`src/rtl/csd_consts.svh`:
```
/*
 * constants for the delimiter/request control symbol codec: field positions,
 * function codes, modifiers, check preset and lockout count.
 * assumes inclusion by bare name from rtl files; holds definitions only.
 */
`ifndef CSD_CONSTS_SVH
`define CSD_CONSTS_SVH

// ----------------------------------------
// symbol layout, bit 0 is the msb of the word
// ----------------------------------------
`define CSD_SYM_W 24
`define CSD_STAT_HI 23
`define CSD_STAT_LO 21
`define CSD_ARG1_HI 20
`define CSD_ARG1_LO 16
`define CSD_ARG2_HI 15
`define CSD_ARG2_LO 11
`define CSD_DELIM_HI 10
`define CSD_DELIM_LO 8
`define CSD_MOD_HI 7
`define CSD_MOD_LO 5
`define CSD_CHK_HI 4
`define CSD_CHK_LO 0
`define CSD_COV_LO 5

// ----------------------------------------
// codes
// ----------------------------------------
`define CSD_DL_SOP 3'h0
`define CSD_DL_CANCEL 3'h1
`define CSD_DL_EOP 3'h2
`define CSD_DL_RESTART 3'h3
`define CSD_DL_LREQ 3'h4
`define CSD_DL_MCAST 3'h5
`define CSD_DL_RSVD 3'h6
`define CSD_DL_NOP 3'h7
`define CSD_MOD_NONE 3'h0
`define CSD_MOD_RESET 3'h3
`define CSD_MOD_INSTAT 3'h4
`define CSD_ST_STATUS 3'h4
`define CSD_ST_LRESP 3'h6
`define CSD_CHK_PRESET 5'h1F
`define CSD_RESET_COUNT 3'h4
`define CSD_ZERO3 3'h0

`endif

```
`src/rtl/csd_pkg.sv`:
```
/*
 * types shared by the codec files.
 * assumes csd_consts.svh alongside.
 */
`default_nettype none
package csd_pkg;
	typedef enum logic [1:0] {
		csd_tx_idle,
		csd_tx_flush,
		csd_tx_resp
	} csd_tx_state_t;
endpackage
`default_nettype wire

```
`src/rtl/csd_codec.sv`:
```
/*
 * delimiter/request half codec for 24-bit control symbols plus check value.
 * assumes the transmit and receive paths are on mclk; rx symbols arrive as
 * whole words with a one-cycle valid; the tx side offers one symbol at a time
 * with valid/ready; device reset sequence is driven from dev_reset_req.
 *
 * the caller owns the packet framing on both sides: this block only sees
 * control symbols, plus a pulse for packet data so the reset lockout can
 * tell that something other than a symbol passed between two requests.
 * the output port flush is a handshake toward the caller's ack queue; how
 * it drains (drop or send) is its business, this block only waits for done.
 * dev_reset_req must be wired back into the device reset by the caller; the
 * block does not reset itself, so the confirm pulse is seen in full.
 * expected_ack_tag and port_status are sampled on the cycle the request
 * word is taken, so later changes do not leak into a pending response.
 */
`default_nettype none
`include "csd_consts.svh"
module csd_codec (
	input wire logic mclk, // core clock 250 MHz
	input wire logic reset, // async, high
	// transmit request side
	input wire logic tx_req_valid, // symbol to send
	output logic tx_req_ready, // taken this cycle
	input wire logic [2:0] tx_status_code, // status function code
	input wire logic [4:0] tx_arg_first, // status_arg_first
	input wire logic [4:0] tx_arg_second, // status_arg_second
	input wire logic [2:0] tx_delim, // delimiter code
	input wire logic [2:0] tx_modifier, // modifier
	input wire logic tx_delim_en, // delimiter field meaningful
	input wire logic tx_abort, // abort packet in progress
	output logic [23:0] tx_symbol, // encoded symbol
	output logic tx_symbol_valid, // symbol pulse
	// pending-ack flush hook toward output port
	output logic flush_req, // flush pending control symbols
	input wire logic flush_done, // flush finished
	input wire logic [4:0] expected_ack_tag, // next expected tag
	input wire logic [4:0] port_status, // input port condition
	input wire logic port_in_error, // port in error condition
	// receive side
	input wire logic [23:0] rx_symbol, // received symbol
	input wire logic rx_symbol_valid, // symbol pulse
	input wire logic rx_packet_data, // packet data character seen
	output logic rx_sop, // start of packet
	output logic rx_eop, // end of packet
	output logic rx_cancel, // packet cancelled
	output logic rx_restart_retry, // retransmission begins
	output logic rx_restart_error, // restart-from-error request
	output logic rx_mcast, // multicast event forward
	output logic rx_crc_err, // check mismatch
	output logic rx_reserved, // reserved code or modifier
	output logic [2:0] rx_status_code, // status half passed on
	output logic [4:0] rx_arg_first, // arg pass-through
	output logic [4:0] rx_arg_second, // arg pass-through
	output logic rx_status_valid, // status half valid
	output logic dev_reset_req // confirmed reset, pulse
);
	logic [4:0] tx_chk, rx_chk;
	logic [18:0] tx_cov;
	logic [2:0] tx_dl, tx_md;
	logic rx_ok;
	logic [2:0] rx_dl, rx_md;
	logic in_pkt_r, in_pkt_nxt;
	logic tx_pkt_r, tx_pkt_nxt;
	csd_pkg::csd_tx_state_t st_r, st_nxt;
	logic [4:0] resp_tag_r, resp_tag_nxt, resp_stat_r, resp_stat_nxt;
	logic pend_r, pend_nxt;
	logic [23:0] txs_nxt;
	logic txv_nxt;
	logic sop_n, eop_n, can_n, rr_n, re_n, mc_n, ce_n, rs_n, sv_n;
	logic reset_req_sym, plain_sym, instat_sym;

	// decode helper used by both halves
	function automatic logic is_delim(input logic [2:0] dl, input logic in_pkt);
		case (dl)
			`CSD_DL_SOP, `CSD_DL_CANCEL, `CSD_DL_EOP: is_delim = 1'b1;
			`CSD_DL_RESTART, `CSD_DL_LREQ: is_delim = in_pkt;
			default: is_delim = 1'b0;
		endcase
	endfunction

	// ----------------------------------------
	// transmit encoding
	// ----------------------------------------
	// abort overrides the offered delimiter only inside an open packet; empty delimiter becomes no-op
	always_comb begin
		tx_dl = tx_delim_en ? tx_delim : `CSD_DL_NOP;
		if (tx_abort && tx_pkt_r) begin
			tx_dl = `CSD_DL_CANCEL;
		end
		tx_md = (tx_dl == `CSD_DL_LREQ) ? tx_modifier : `CSD_MOD_NONE;
	end

	assign tx_cov = (st_r == csd_pkg::csd_tx_resp)
		? {`CSD_ST_LRESP, resp_tag_r, resp_stat_r, `CSD_DL_NOP, `CSD_MOD_NONE}
		: {tx_status_code, tx_arg_first, tx_arg_second, tx_dl, tx_md};

	csd_crc5 u_tx_crc (
		.cov(tx_cov),
		.chk(tx_chk)
	);

	// response takes the slot; user traffic waits while flushing or answering
	assign tx_req_ready = (st_r == csd_pkg::csd_tx_idle);
	assign flush_req = (st_r == csd_pkg::csd_tx_flush);

	// ----------------------------------------
	// receive decode
	// ----------------------------------------
	csd_crc5 u_rx_crc (
		.cov(rx_symbol[`CSD_SYM_W-1:`CSD_COV_LO]),
		.chk(rx_chk)
	);

	assign rx_ok = rx_symbol_valid && (rx_chk == rx_symbol[`CSD_CHK_HI:`CSD_CHK_LO]);
	assign rx_dl = rx_symbol[`CSD_DELIM_HI:`CSD_DELIM_LO];
	assign rx_md = rx_symbol[`CSD_MOD_HI:`CSD_MOD_LO];
	assign reset_req_sym = (rx_dl == `CSD_DL_LREQ) && (rx_md == `CSD_MOD_RESET);
	assign instat_sym = (rx_dl == `CSD_DL_LREQ) && (rx_md == `CSD_MOD_INSTAT);
	assign plain_sym = (rx_dl == `CSD_DL_NOP)
		&& (rx_symbol[`CSD_STAT_HI:`CSD_STAT_LO] == `CSD_ST_STATUS);

	csd_resetlock u_lock (
		.mclk(mclk),
		.reset(reset),
		.sym_ok(rx_ok),
		.is_reset_req(reset_req_sym),
		.is_plain(plain_sym),
		.other_seen(rx_packet_data),
		.fire(dev_reset_req)
	);

	// ----------------------------------------
	// receive events
	// ----------------------------------------
	// receive events; a failed check acts on nothing
	// a bad word raises only the error pulse: acting on a damaged delimiter
	// would open or close packets that the far side never framed.
	// restart and link-request cancel only an open packet; outside one they
	// are plain requests and must not look like a cancel to the caller.
	// the status half is passed on for every good word, whatever the
	// delimiter half holds, so acknowledgements ride along unharmed.
	always_comb begin
		sop_n = 1'b0;
		eop_n = 1'b0;
		can_n = 1'b0;
		rr_n = 1'b0;
		re_n = 1'b0;
		mc_n = 1'b0;
		rs_n = 1'b0;
		ce_n = rx_symbol_valid && !rx_ok;
		sv_n = rx_ok;
		in_pkt_nxt = in_pkt_r;
		if (rx_ok) begin
			case (rx_dl)
				`CSD_DL_SOP: begin
					sop_n = 1'b1;
					in_pkt_nxt = 1'b1;
				end
				`CSD_DL_CANCEL: begin
					can_n = in_pkt_r;
					in_pkt_nxt = 1'b0;
				end
				`CSD_DL_EOP: begin
					eop_n = 1'b1;
					in_pkt_nxt = 1'b0;
				end
				`CSD_DL_RESTART: begin
					can_n = is_delim(rx_dl, in_pkt_r);
					rr_n = 1'b1;
					in_pkt_nxt = 1'b0;
				end
				`CSD_DL_LREQ: begin
					can_n = is_delim(rx_dl, in_pkt_r);
					in_pkt_nxt = 1'b0;
					re_n = instat_sym && port_in_error;
					rs_n = !reset_req_sym && !instat_sym;
				end
				`CSD_DL_MCAST: mc_n = 1'b1;
				`CSD_DL_RSVD: rs_n = 1'b1;
				`CSD_DL_NOP: ;
				default: ;
			endcase
		end
	end

	// ----------------------------------------
	// input-status response
	// ----------------------------------------
	// capture the input-status request and answer after the flush
	// user traffic keeps priority while idle: a response that jumped ahead
	// could split a packet's delimiters. the cost is that a steady offer
	// delays the answer until the offer pauses for one cycle.
	// a second request during the answer is remembered in pend, so the far
	// side is answered again; one during flush only refreshes the captured tag and status.
	always_comb begin
		st_nxt = st_r;
		pend_nxt = pend_r;
		resp_tag_nxt = resp_tag_r;
		resp_stat_nxt = resp_stat_r;
		txs_nxt = tx_symbol;
		txv_nxt = 1'b0;
		tx_pkt_nxt = tx_pkt_r;
		// reset-device is never answered, only input-status
		if (rx_ok && instat_sym) begin
			pend_nxt = 1'b1;
			resp_tag_nxt = expected_ack_tag;
			resp_stat_nxt = port_status;
		end
		case (st_r)
			csd_pkg::csd_tx_idle: begin
				if (tx_req_valid) begin
					txs_nxt = {tx_cov, tx_chk};
					txv_nxt = 1'b1;
					if (tx_dl == `CSD_DL_SOP) begin
						tx_pkt_nxt = 1'b1;
					end else if (is_delim(tx_dl, tx_pkt_r)) begin
						tx_pkt_nxt = 1'b0;
					end
				end else if (pend_r) begin
					st_nxt = csd_pkg::csd_tx_flush;
				end
			end
			csd_pkg::csd_tx_flush: begin
				if (flush_done) begin
					st_nxt = csd_pkg::csd_tx_resp;
				end
			end
			csd_pkg::csd_tx_resp: begin
				txs_nxt = {tx_cov, tx_chk};
				txv_nxt = 1'b1;
				pend_nxt = rx_ok && instat_sym;
				st_nxt = csd_pkg::csd_tx_idle;
			end
			default: st_nxt = csd_pkg::csd_tx_idle;
		endcase
	end

	// ----------------------------------------
	// registers
	// ----------------------------------------
	// every output of the codec but tx_req_ready and flush_req, which are decoded from st_r,
	// leaves from a flop, so the caller sees clean one-cycle pulses and a word that holds until the next send.
	// the status fields are captured every cycle; they only mean something
	// in the cycle rx_status_valid is high.
	always_ff @(posedge mclk or posedge reset) begin
		if (reset) begin
			st_r <= csd_pkg::csd_tx_idle;
			pend_r <= 1'b0;
			resp_tag_r <= 5'h00;
			resp_stat_r <= 5'h00;
			tx_symbol <= 24'h000000;
			tx_symbol_valid <= 1'b0;
			tx_pkt_r <= 1'b0;
			in_pkt_r <= 1'b0;
			rx_sop <= 1'b0;
			rx_eop <= 1'b0;
			rx_cancel <= 1'b0;
			rx_restart_retry <= 1'b0;
			rx_restart_error <= 1'b0;
			rx_mcast <= 1'b0;
			rx_crc_err <= 1'b0;
			rx_reserved <= 1'b0;
			rx_status_code <= 3'h0;
			rx_arg_first <= 5'h00;
			rx_arg_second <= 5'h00;
			rx_status_valid <= 1'b0;
		end else begin
			st_r <= st_nxt;
			pend_r <= pend_nxt;
			resp_tag_r <= resp_tag_nxt;
			resp_stat_r <= resp_stat_nxt;
			tx_symbol <= txs_nxt;
			tx_symbol_valid <= txv_nxt;
			tx_pkt_r <= tx_pkt_nxt;
			in_pkt_r <= in_pkt_nxt;
			rx_sop <= sop_n;
			rx_eop <= eop_n;
			rx_cancel <= can_n;
			rx_restart_retry <= rr_n;
			rx_restart_error <= re_n;
			rx_mcast <= mc_n;
			rx_crc_err <= ce_n;
			rx_reserved <= rs_n;
			rx_status_code <= rx_symbol[`CSD_STAT_HI:`CSD_STAT_LO];
			rx_arg_first <= rx_symbol[`CSD_ARG1_HI:`CSD_ARG1_LO];
			rx_arg_second <= rx_symbol[`CSD_ARG2_HI:`CSD_ARG2_LO];
			rx_status_valid <= sv_n;
		end
	end
endmodule
`default_nettype wire

```
`src/rtl/csd_crc5.sv`:
```
/*
 * single-stage parallel check value over symbol bits 0..18.
 * assumes cov[18] is symbol bit 0; preset and trailing zero folded in.
 */
`default_nettype none
module csd_crc5 (
	input wire logic [18:0] cov, // symbol bits 0..18, msb first
	output logic [4:0] chk // c0..c4, c0 in bit 4
);
	logic [18:0] d;

	// ----------------------------------------
	// remap so d[k] is Dk
	// ----------------------------------------
	genvar k;
	generate
		for (k = 0; k < 19; k++) begin : g_map
			assign d[k] = cov[18 - k];
		end
	endgenerate

	// equations: preset ones and zero tail already folded; generator x5+x4+x2+1
	assign chk[0] = d[0]^d[2]^d[3]^d[4]^d[9]^d[11]^d[14]^d[15]^d[17]^d[18];
	assign chk[1] = d[1]^d[2]^d[3]^d[8]^d[10]^d[13]^d[14]^d[16]^d[17]^~d[18];
	assign chk[2] = d[1]^d[3]^d[4]^d[7]^d[11]^d[12]^d[13]^d[14]^d[16]^~d[18];
	assign chk[3] = d[0]^d[2]^d[3]^d[6]^d[10]^d[11]^d[12]^d[13]^d[15]^d[17]^~d[18];
	assign chk[4] = d[0]^d[1]^d[3]^d[4]^d[5]^d[10]^d[12]^d[15]^d[16]^d[18];
endmodule
`default_nettype wire

```
`src/rtl/csd_resetlock.sv`:
```
/*
 * four-in-a-row lockout for reset-device requests.
 * assumes one pulse per received good symbol from the same clock.
 */
`default_nettype none
`include "csd_consts.svh"
module csd_resetlock (
	input wire logic mclk, // core clock
	input wire logic reset, // async, high
	input wire logic sym_ok, // good symbol this cycle
	input wire logic is_reset_req, // symbol is a reset-device request
	input wire logic is_plain, // plain status, no delimiter function
	input wire logic other_seen, // packet data seen between symbols
	output logic fire // one-cycle reset confirm
);
	logic [2:0] cnt_r, cnt_nxt;
	logic fire_nxt;

	// ----------------------------------------
	// counting; plain status and failed-check words leave the run alone, a request counts even with packet data in its cycle, anything else breaks it
	// ----------------------------------------
	always_comb begin
		cnt_nxt = cnt_r;
		fire_nxt = 1'b0;
		if (other_seen) begin
			cnt_nxt = `CSD_ZERO3;
		end
		if (sym_ok) begin
			if (is_reset_req) begin
				if (cnt_r + 3'h1 == `CSD_RESET_COUNT) begin
					fire_nxt = 1'b1;
					cnt_nxt = `CSD_ZERO3;
				end else begin
					cnt_nxt = cnt_r + 3'h1;
				end
			end else if (!is_plain) begin
				cnt_nxt = `CSD_ZERO3;
			end
		end
	end

	always_ff @(posedge mclk or posedge reset) begin
		if (reset) begin
			cnt_r <= `CSD_ZERO3;
			fire <= 1'b0;
		end else begin
			cnt_r <= cnt_nxt;
			fire <= fire_nxt;
		end
	end
endmodule
`default_nettype wire
```
`config.mk`:
```
export PLATFORM = sky130hd
export DESIGN_NAME = csd_codec
export DESIGN_NICKNAME = d
export VERILOG_FILES = /design/src/rtl/csd_pkg.sv /design/src/rtl/csd_codec.sv /design/src/rtl/csd_crc5.sv /design/src/rtl/csd_resetlock.sv
export VERILOG_INCLUDE_DIRS = /design/src /design/src/rtl
export SDC_FILE = /design/constraint.sdc
export NUM_CORES = 1
export LEC_CHECK = 0
export BUFFER_PORTS_ARGS = -buffer_cell sky130_fd_sc_hd__buf_2
export CORE_MARGIN = 4
export CORE_UTILIZATION = 40
export CTS_BUF_LIST = sky130_fd_sc_hd__clkbuf_8
export DETAILED_ROUTE_END_ITERATION = 12
export GPL_TIMING_DRIVEN = 1
export PLACE_DENSITY = 0.69
export SLEW_MARGIN = 20
export SYNTH_ARGS = -nofsm -noshare
export SYNTH_HDL_FRONTEND = slang
export SYNTH_HIERARCHICAL = 1
export SYNTH_SLANG_ARGS = --single-unit
```
`constraint.sdc`:
```
create_clock -name mclk -period 3.6 [get_ports mclk]
set_input_delay 0.36 -clock mclk [delete_from_list [all_inputs] [get_ports mclk]]
set_output_delay 0.36 -clock mclk [all_outputs]
set_load 0.05 [all_outputs]
```
# Word-level counts from Yosys, hierarchy flattened
# Cells that the tools add are included.
# totals
reg_bits,66
out_inout_bits,50
# classes
reduce_logical,27
n_eq_ne,22
n_bitwise,88
n_mux,43
n_addsub,1
# op_table
cell,count
$xor 1x1->1,82
$pmux 24 s2,1
$eq 3x3->1 const B,8
$mux 1,24
$mux 24,1
$mux 3,8
$mux 19,1
$eq 3x2->1 const B,5
$logic_and 1x1->1,9
$pmux 1 s2,4
$reduce_bool 2->1,4
$eq 3x1->1 const B,2
$logic_not 3->1,2
$mux 2,3
$reduce_and 3->1,2
$reduce_or 3->1,2
$xnor 1x1->1,6
$eq 5x5->1,1
$ne 2x1->1 const B,2
$ne 2x2->1 const B,2
$pmux 2 s2,1
$reduce_and 2->1,2
$reduce_or 4->1,1
$add 3x1->3 const B,1
other kinds (5),7

# Logic depth before layout (Yosys ltp)
# depth
depth_word,17
mapped_depth,10
mapped_depth_nobuf,10

# By module
# The synthesis kept the hierarchy.
# modules_own_cells
module,area_each_um2,seq_area_each_um2,n_inst,cells_each
csd_codec,2602.5,1551.5,1,229
csd_crc5,331.6,0.0,2,25
csd_resetlock,214.0,100.1,1,18

# Least setup slack after synthesis
# Ideal clock, no wire load.
# synth_path
path_type,input-to-reg
from,input rx_symbol[22]
to,register u_lock.cnt_r[2]
setup_slack_ns,1.317
t_required_ns,3.479
arrival_time_ns,2.162
n_path_buf,0
path_stages,9
path_cell_list,xnor3_1 xnor2_2 xnor2_1 xor2_1 nor3_4 nand3_1 inv_1 a21oi_2 a32o_2
# synth_via
elab_chain_len,12
word_cells_on_any_way,34
# synth_lines
item,line,text
from (decl),csd_codec.sv:41,"input wire logic [23:0] rx_symbol,"
$xor 1x1->1 (8 in series),csd_crc5.sv:24,assign chk[1] = d[1]^d[2]^d[3]^d[8]^d[10]^d[13]^d[14]^d[16]^d[17]^~d[18];
$xnor 1x1->1,csd_crc5.sv:24,
named net rx_chk[1],csd_codec.sv:58,"logic [4:0] tx_chk, rx_chk;"
$eq 5x5->1,csd_codec.sv:115,assign rx_ok = rx_symbol_valid && (rx_chk == rx_symbol[`CSD_CHK_HI:`CSD_CHK_LO]);
$logic_and 1x1->1,csd_codec.sv:115,
named net rx_ok,csd_codec.sv:61,logic rx_ok;
$mux 3,csd_resetlock.sv:28,if (sym_ok) begin
named net u_lock.cnt_nxt[2],csd_resetlock.sv:16,"logic [2:0] cnt_r, cnt_nxt;"
to (signal assigned),csd_resetlock.sv:44,cnt_r <= `CSD_ZERO3;
to (signal assigned),csd_resetlock.sv:47,cnt_r <= cnt_nxt;
to (decl),csd_resetlock.sv:16,
# The timed path passes the listed nets, and every way through them passes these cells.
# A chain may end at the register's enable or synchronous reset.

# Final worst setup path
# layout_path
from,register st_r[0]
to,register tx_symbol[0]
# layout_via
word_cells_on_any_way,17
# layout_rtl
item,line,text
from (decl),csd_codec.sv:65,"csd_pkg::csd_tx_state_t st_r, st_nxt;"
from (signal assigned),csd_codec.sv:248,st_r <= csd_pkg::csd_tx_idle;
from (signal assigned),csd_codec.sv:269,st_r <= st_nxt;
$eq 2x2->1 *,csd_codec.sv:94,assign tx_cov = (st_r == csd_pkg::csd_tx_resp)
$mux 19 *,csd_codec.sv:94,
named net tx_cov[3],csd_codec.sv:59,logic [18:0] tx_cov;
$xor 1x1->1 * (3 in series),csd_crc5.sv:23,assign chk[0] = d[0]^d[2]^d[3]^d[4]^d[9]^d[11]^d[14]^d[15]^d[17]^d[18];
named net tx_chk[0],csd_codec.sv:58,
$mux 24,csd_codec.sv:212,if (tx_req_valid) begin
$pmux 24 s2 *,csd_codec.sv:210,case (st_r)
to (signal assigned),csd_codec.sv:273,tx_symbol <= txs_nxt;
to (decl),csd_codec.sv:32,"output logic [23:0] tx_symbol,"
# The timed path passes the listed nets; every way through them passes the cells marked *. The select of a mux whose other input is x is not followed.

==> run summary <==
Reg clk slew, reported paths -> 0.08 ns
total grt overflow -> 0
CTS tree -> built
# setup viols final -> 0
number of global-route vias before repair -> 2,690
Slew @ Worst Pin -> 0.757 ns
outcome -> finished, final reports clean
Setup WS post-layout -> 1.07 ns
die area -> 10,300 µm²
largest net degree at the start of global routing -> 36
Synth Flop Type -> dfrtp_1
TritonCTS Buffers -> 9
Tot GR Track Use -> 0.172
number of distinct library cells after synthesis -> 45
DRC Markers -> 0
Final Skew -> 0.0101 ns
Die Span Y -> 101 µm
max-slew violation count -> 0
clk root buf -> clkbuf_8
Bufs on Longest Clock Path -> 2
worst path arrival time -> 2.77 ns
total I/O pin count -> 112
Synth Area per Inst -> 11.7 µm²
crit path launch type -> flip-flop
Synth Register Bits -> 66
Final Power -> 2.13 mW
sequential area share after synthesis -> 0.475
TNS Setup -> 0 ns
htree depth -> 3
Pre-Repair DR Iteration Count -> 4
Power Dens Cells -> 492 nW/µm²
kind of critical path -> flip-flop to flip-flop
clock sinks -> 66
Max Fanout on Critical Path -> 11
share of layout cells above drive strength 1 -> 0.398
routed vias/inst -> 4.83
post-cts repair resize count -> 0
Nets -> 481
Mapped Cells -> 297
EDFF count, synth -> 0
post-synth top area share -> 0.475
yosys warns -> 6
initial antenna violation count -> 0
Die W -> 101 µm
Routed WL per cell -> 15.9 µm
starting DRC count in detailed routing -> 72
Synth-to-Final Area Change -> 24.6%
RSZ-0062 raised after global routing -> no
Vias -> 2,542
Synth area leaders -> dfrtp_1 47%, xnor3_1 7.8%, nand2_1 6.7%
worst endpoint required time -> 3.83 ns
commonest non-fill, non-tap cell in the layout -> buf_2
first-pass GRT wire length -> 13,500 µm
Post-DRT Antenna Nets -> 0
Worst Hold Class -> primary input to flip-flop
Syn Nets -> 362
origin of the worst setup path -> st_r[0]
initial core utilization -> 0.417
MaxCap Viol Count -> 0
total core area -> 8340 µm²
leakage -> 2.27 nW
# port buffers -> 111
Slew headroom -> 0.495
final RePlAce weighted congestion -> 0.863
fmax -> 395 MHz
post-synthesis async set-or-reset flop share -> 1.00
post-detailed-routing wire length -> 8350 µm
Hold Path Origin -> rx_symbol[18]
Row Count -> 33
Worst-Skew Late Latency -> 0.34 ns
R2R Setup Slk -> 1.07 ns
Max IR drop VDD -> 0.247 mV
final hold violation count -> 0
commonest cells after routing, fill and taps aside -> 111 x buf_2, 66 x dfrtp_1, 62 x nand2_1
post-synth top area cell -> dfrtp_1
Post-DP HPWL -> 6490 µm
FF-to-FF Start -> st_r[0]
Period minus WS final -> 2.53 ns
CP endpoint kind -> flip-flop
DP Worst Slack -> 0.898 ns
fin crit share -> 0.704
synthesized area -> 3480 µm²
## worst max-delay path, stage by stage (launching register included)
cell      delay (ns)
dfrtp_1         0.45
nand2b_1        0.38
nand4b_1        0.37
nor2_1          0.28
xnor3_1         0.46
xnor3_1         0.36
nand2_1         0.06
nand2_1         0.05
## state kept, by name, indices dropped and copies added, names as in the netlist, 2 cells and up
| register | count |
|---|---|
| resp_tag_r | 5 |
| rx_arg_first | 5 |
| rx_arg_second | 5 |
| resp_stat_r | 5 |
| u_lock/cnt_r | 3 |
| rx_status_code | 3 |
| st_r | 2 |
| tx_symbol | 24 |
## where the power goes
part / switching, mW / internal (mW) / leakage [nW]
clock: 0.275 / 0.328 / 0.105
combinational: 0.444 / 0.253 / 1.33
sequential: 0.0304 / 0.803 / 0.838
total: 0.749 / 1.38 / 2.27
## routing by layer
| layer | global-route usage | vias to the layer above | wire, µm |
|---|---|---|---|
| met1 | 0.220 | 1205 | 3540 |
| met2 | 0.279 | 97 | 3980 |
| met5 | 0 | - | 0 |
| met4 | 0.0573 | 0 | 97 |
| met3 | 0.0544 | 10 | 734 |
| li1 | - | 1230 | - |
## repair_timing
item	CTS	global route
setup buffers	0	0
hold endpoints to repair	4	0
hold buffers	1	0
## kinds of logic (layout without fill, tap and decap cells)
family | after synthesis | count (layout) | share of synthesized area
AO/OA/AOI/OAI | 26 | 26 | 0.0514
XOR/XNOR | 55 | 55 | 0.203
adder cells (fa/ha/maj) | 3 | 3 | 0.0108
buffers and inverters | 17 | 140 | 0.0255
flip-flops | 66 | 66 | 0.475
multiplexers | 21 | 21 | 0.0777
other | 0 | 1 | 0
AND/OR/NAND/NOR | 109 | 109 | 0.157
## path summary, 6_finish.rpt
path,end,cells after the start
setup reg to reg,tx_symbol[0],7
min in group asynchronous,u_lock/cnt_r[2],3
max in group asynchronous,rx_sop,4
hold / removal,rx_arg_first[2],1
hold reg to reg,tx_symbol[1],2
setup / recovery,tx_symbol[0],7
## per-stage QoR
step | util | instances | area (µm²) | hold slack, ns
after floorplan | - | 297 | 3480 | 0.126
after global placement | 0.496 | 509 | 4140 | 0.262
after detailed placement | 0.496 | 509 | 4140 | 0.265
after CTS | 0.520 | 525 | 4330 | 0.131
after global routing | 0.520 | 525 | 4330 | 0.132
final | 0.520 | 526 | 4340 | 0.152
## cell type report
class                      instances  area, µm²
fill                             781       4010
multi-input combinational        214       1740
sequential                        66       1650
timing repair buffer             115        588
clock buffer                      10        138
tap                              105        131
clock inverter                     5       47.5
inverter                          10       37.5
antenna                            1       2.50
## synthesized netlist by cell type (2+ instances only)
cell and number:
dfrtp_1 66, mux2_2 11, nor4_1 2, a32o_1 4
xnor2_1 26, nor3_1 6, a21oi_1 6, xor2_1 9
ha_1 3, nor2b_1 5, buf_2 4, o21ai_0 8
nor2_1 15, nand2b_1 4, mux2_4 9, xnor2_2 8
nand2_1 62, and2_1 2, inv_1 10, xnor3_1 12
No activity file was read; power rests on OpenSTA's default activity.
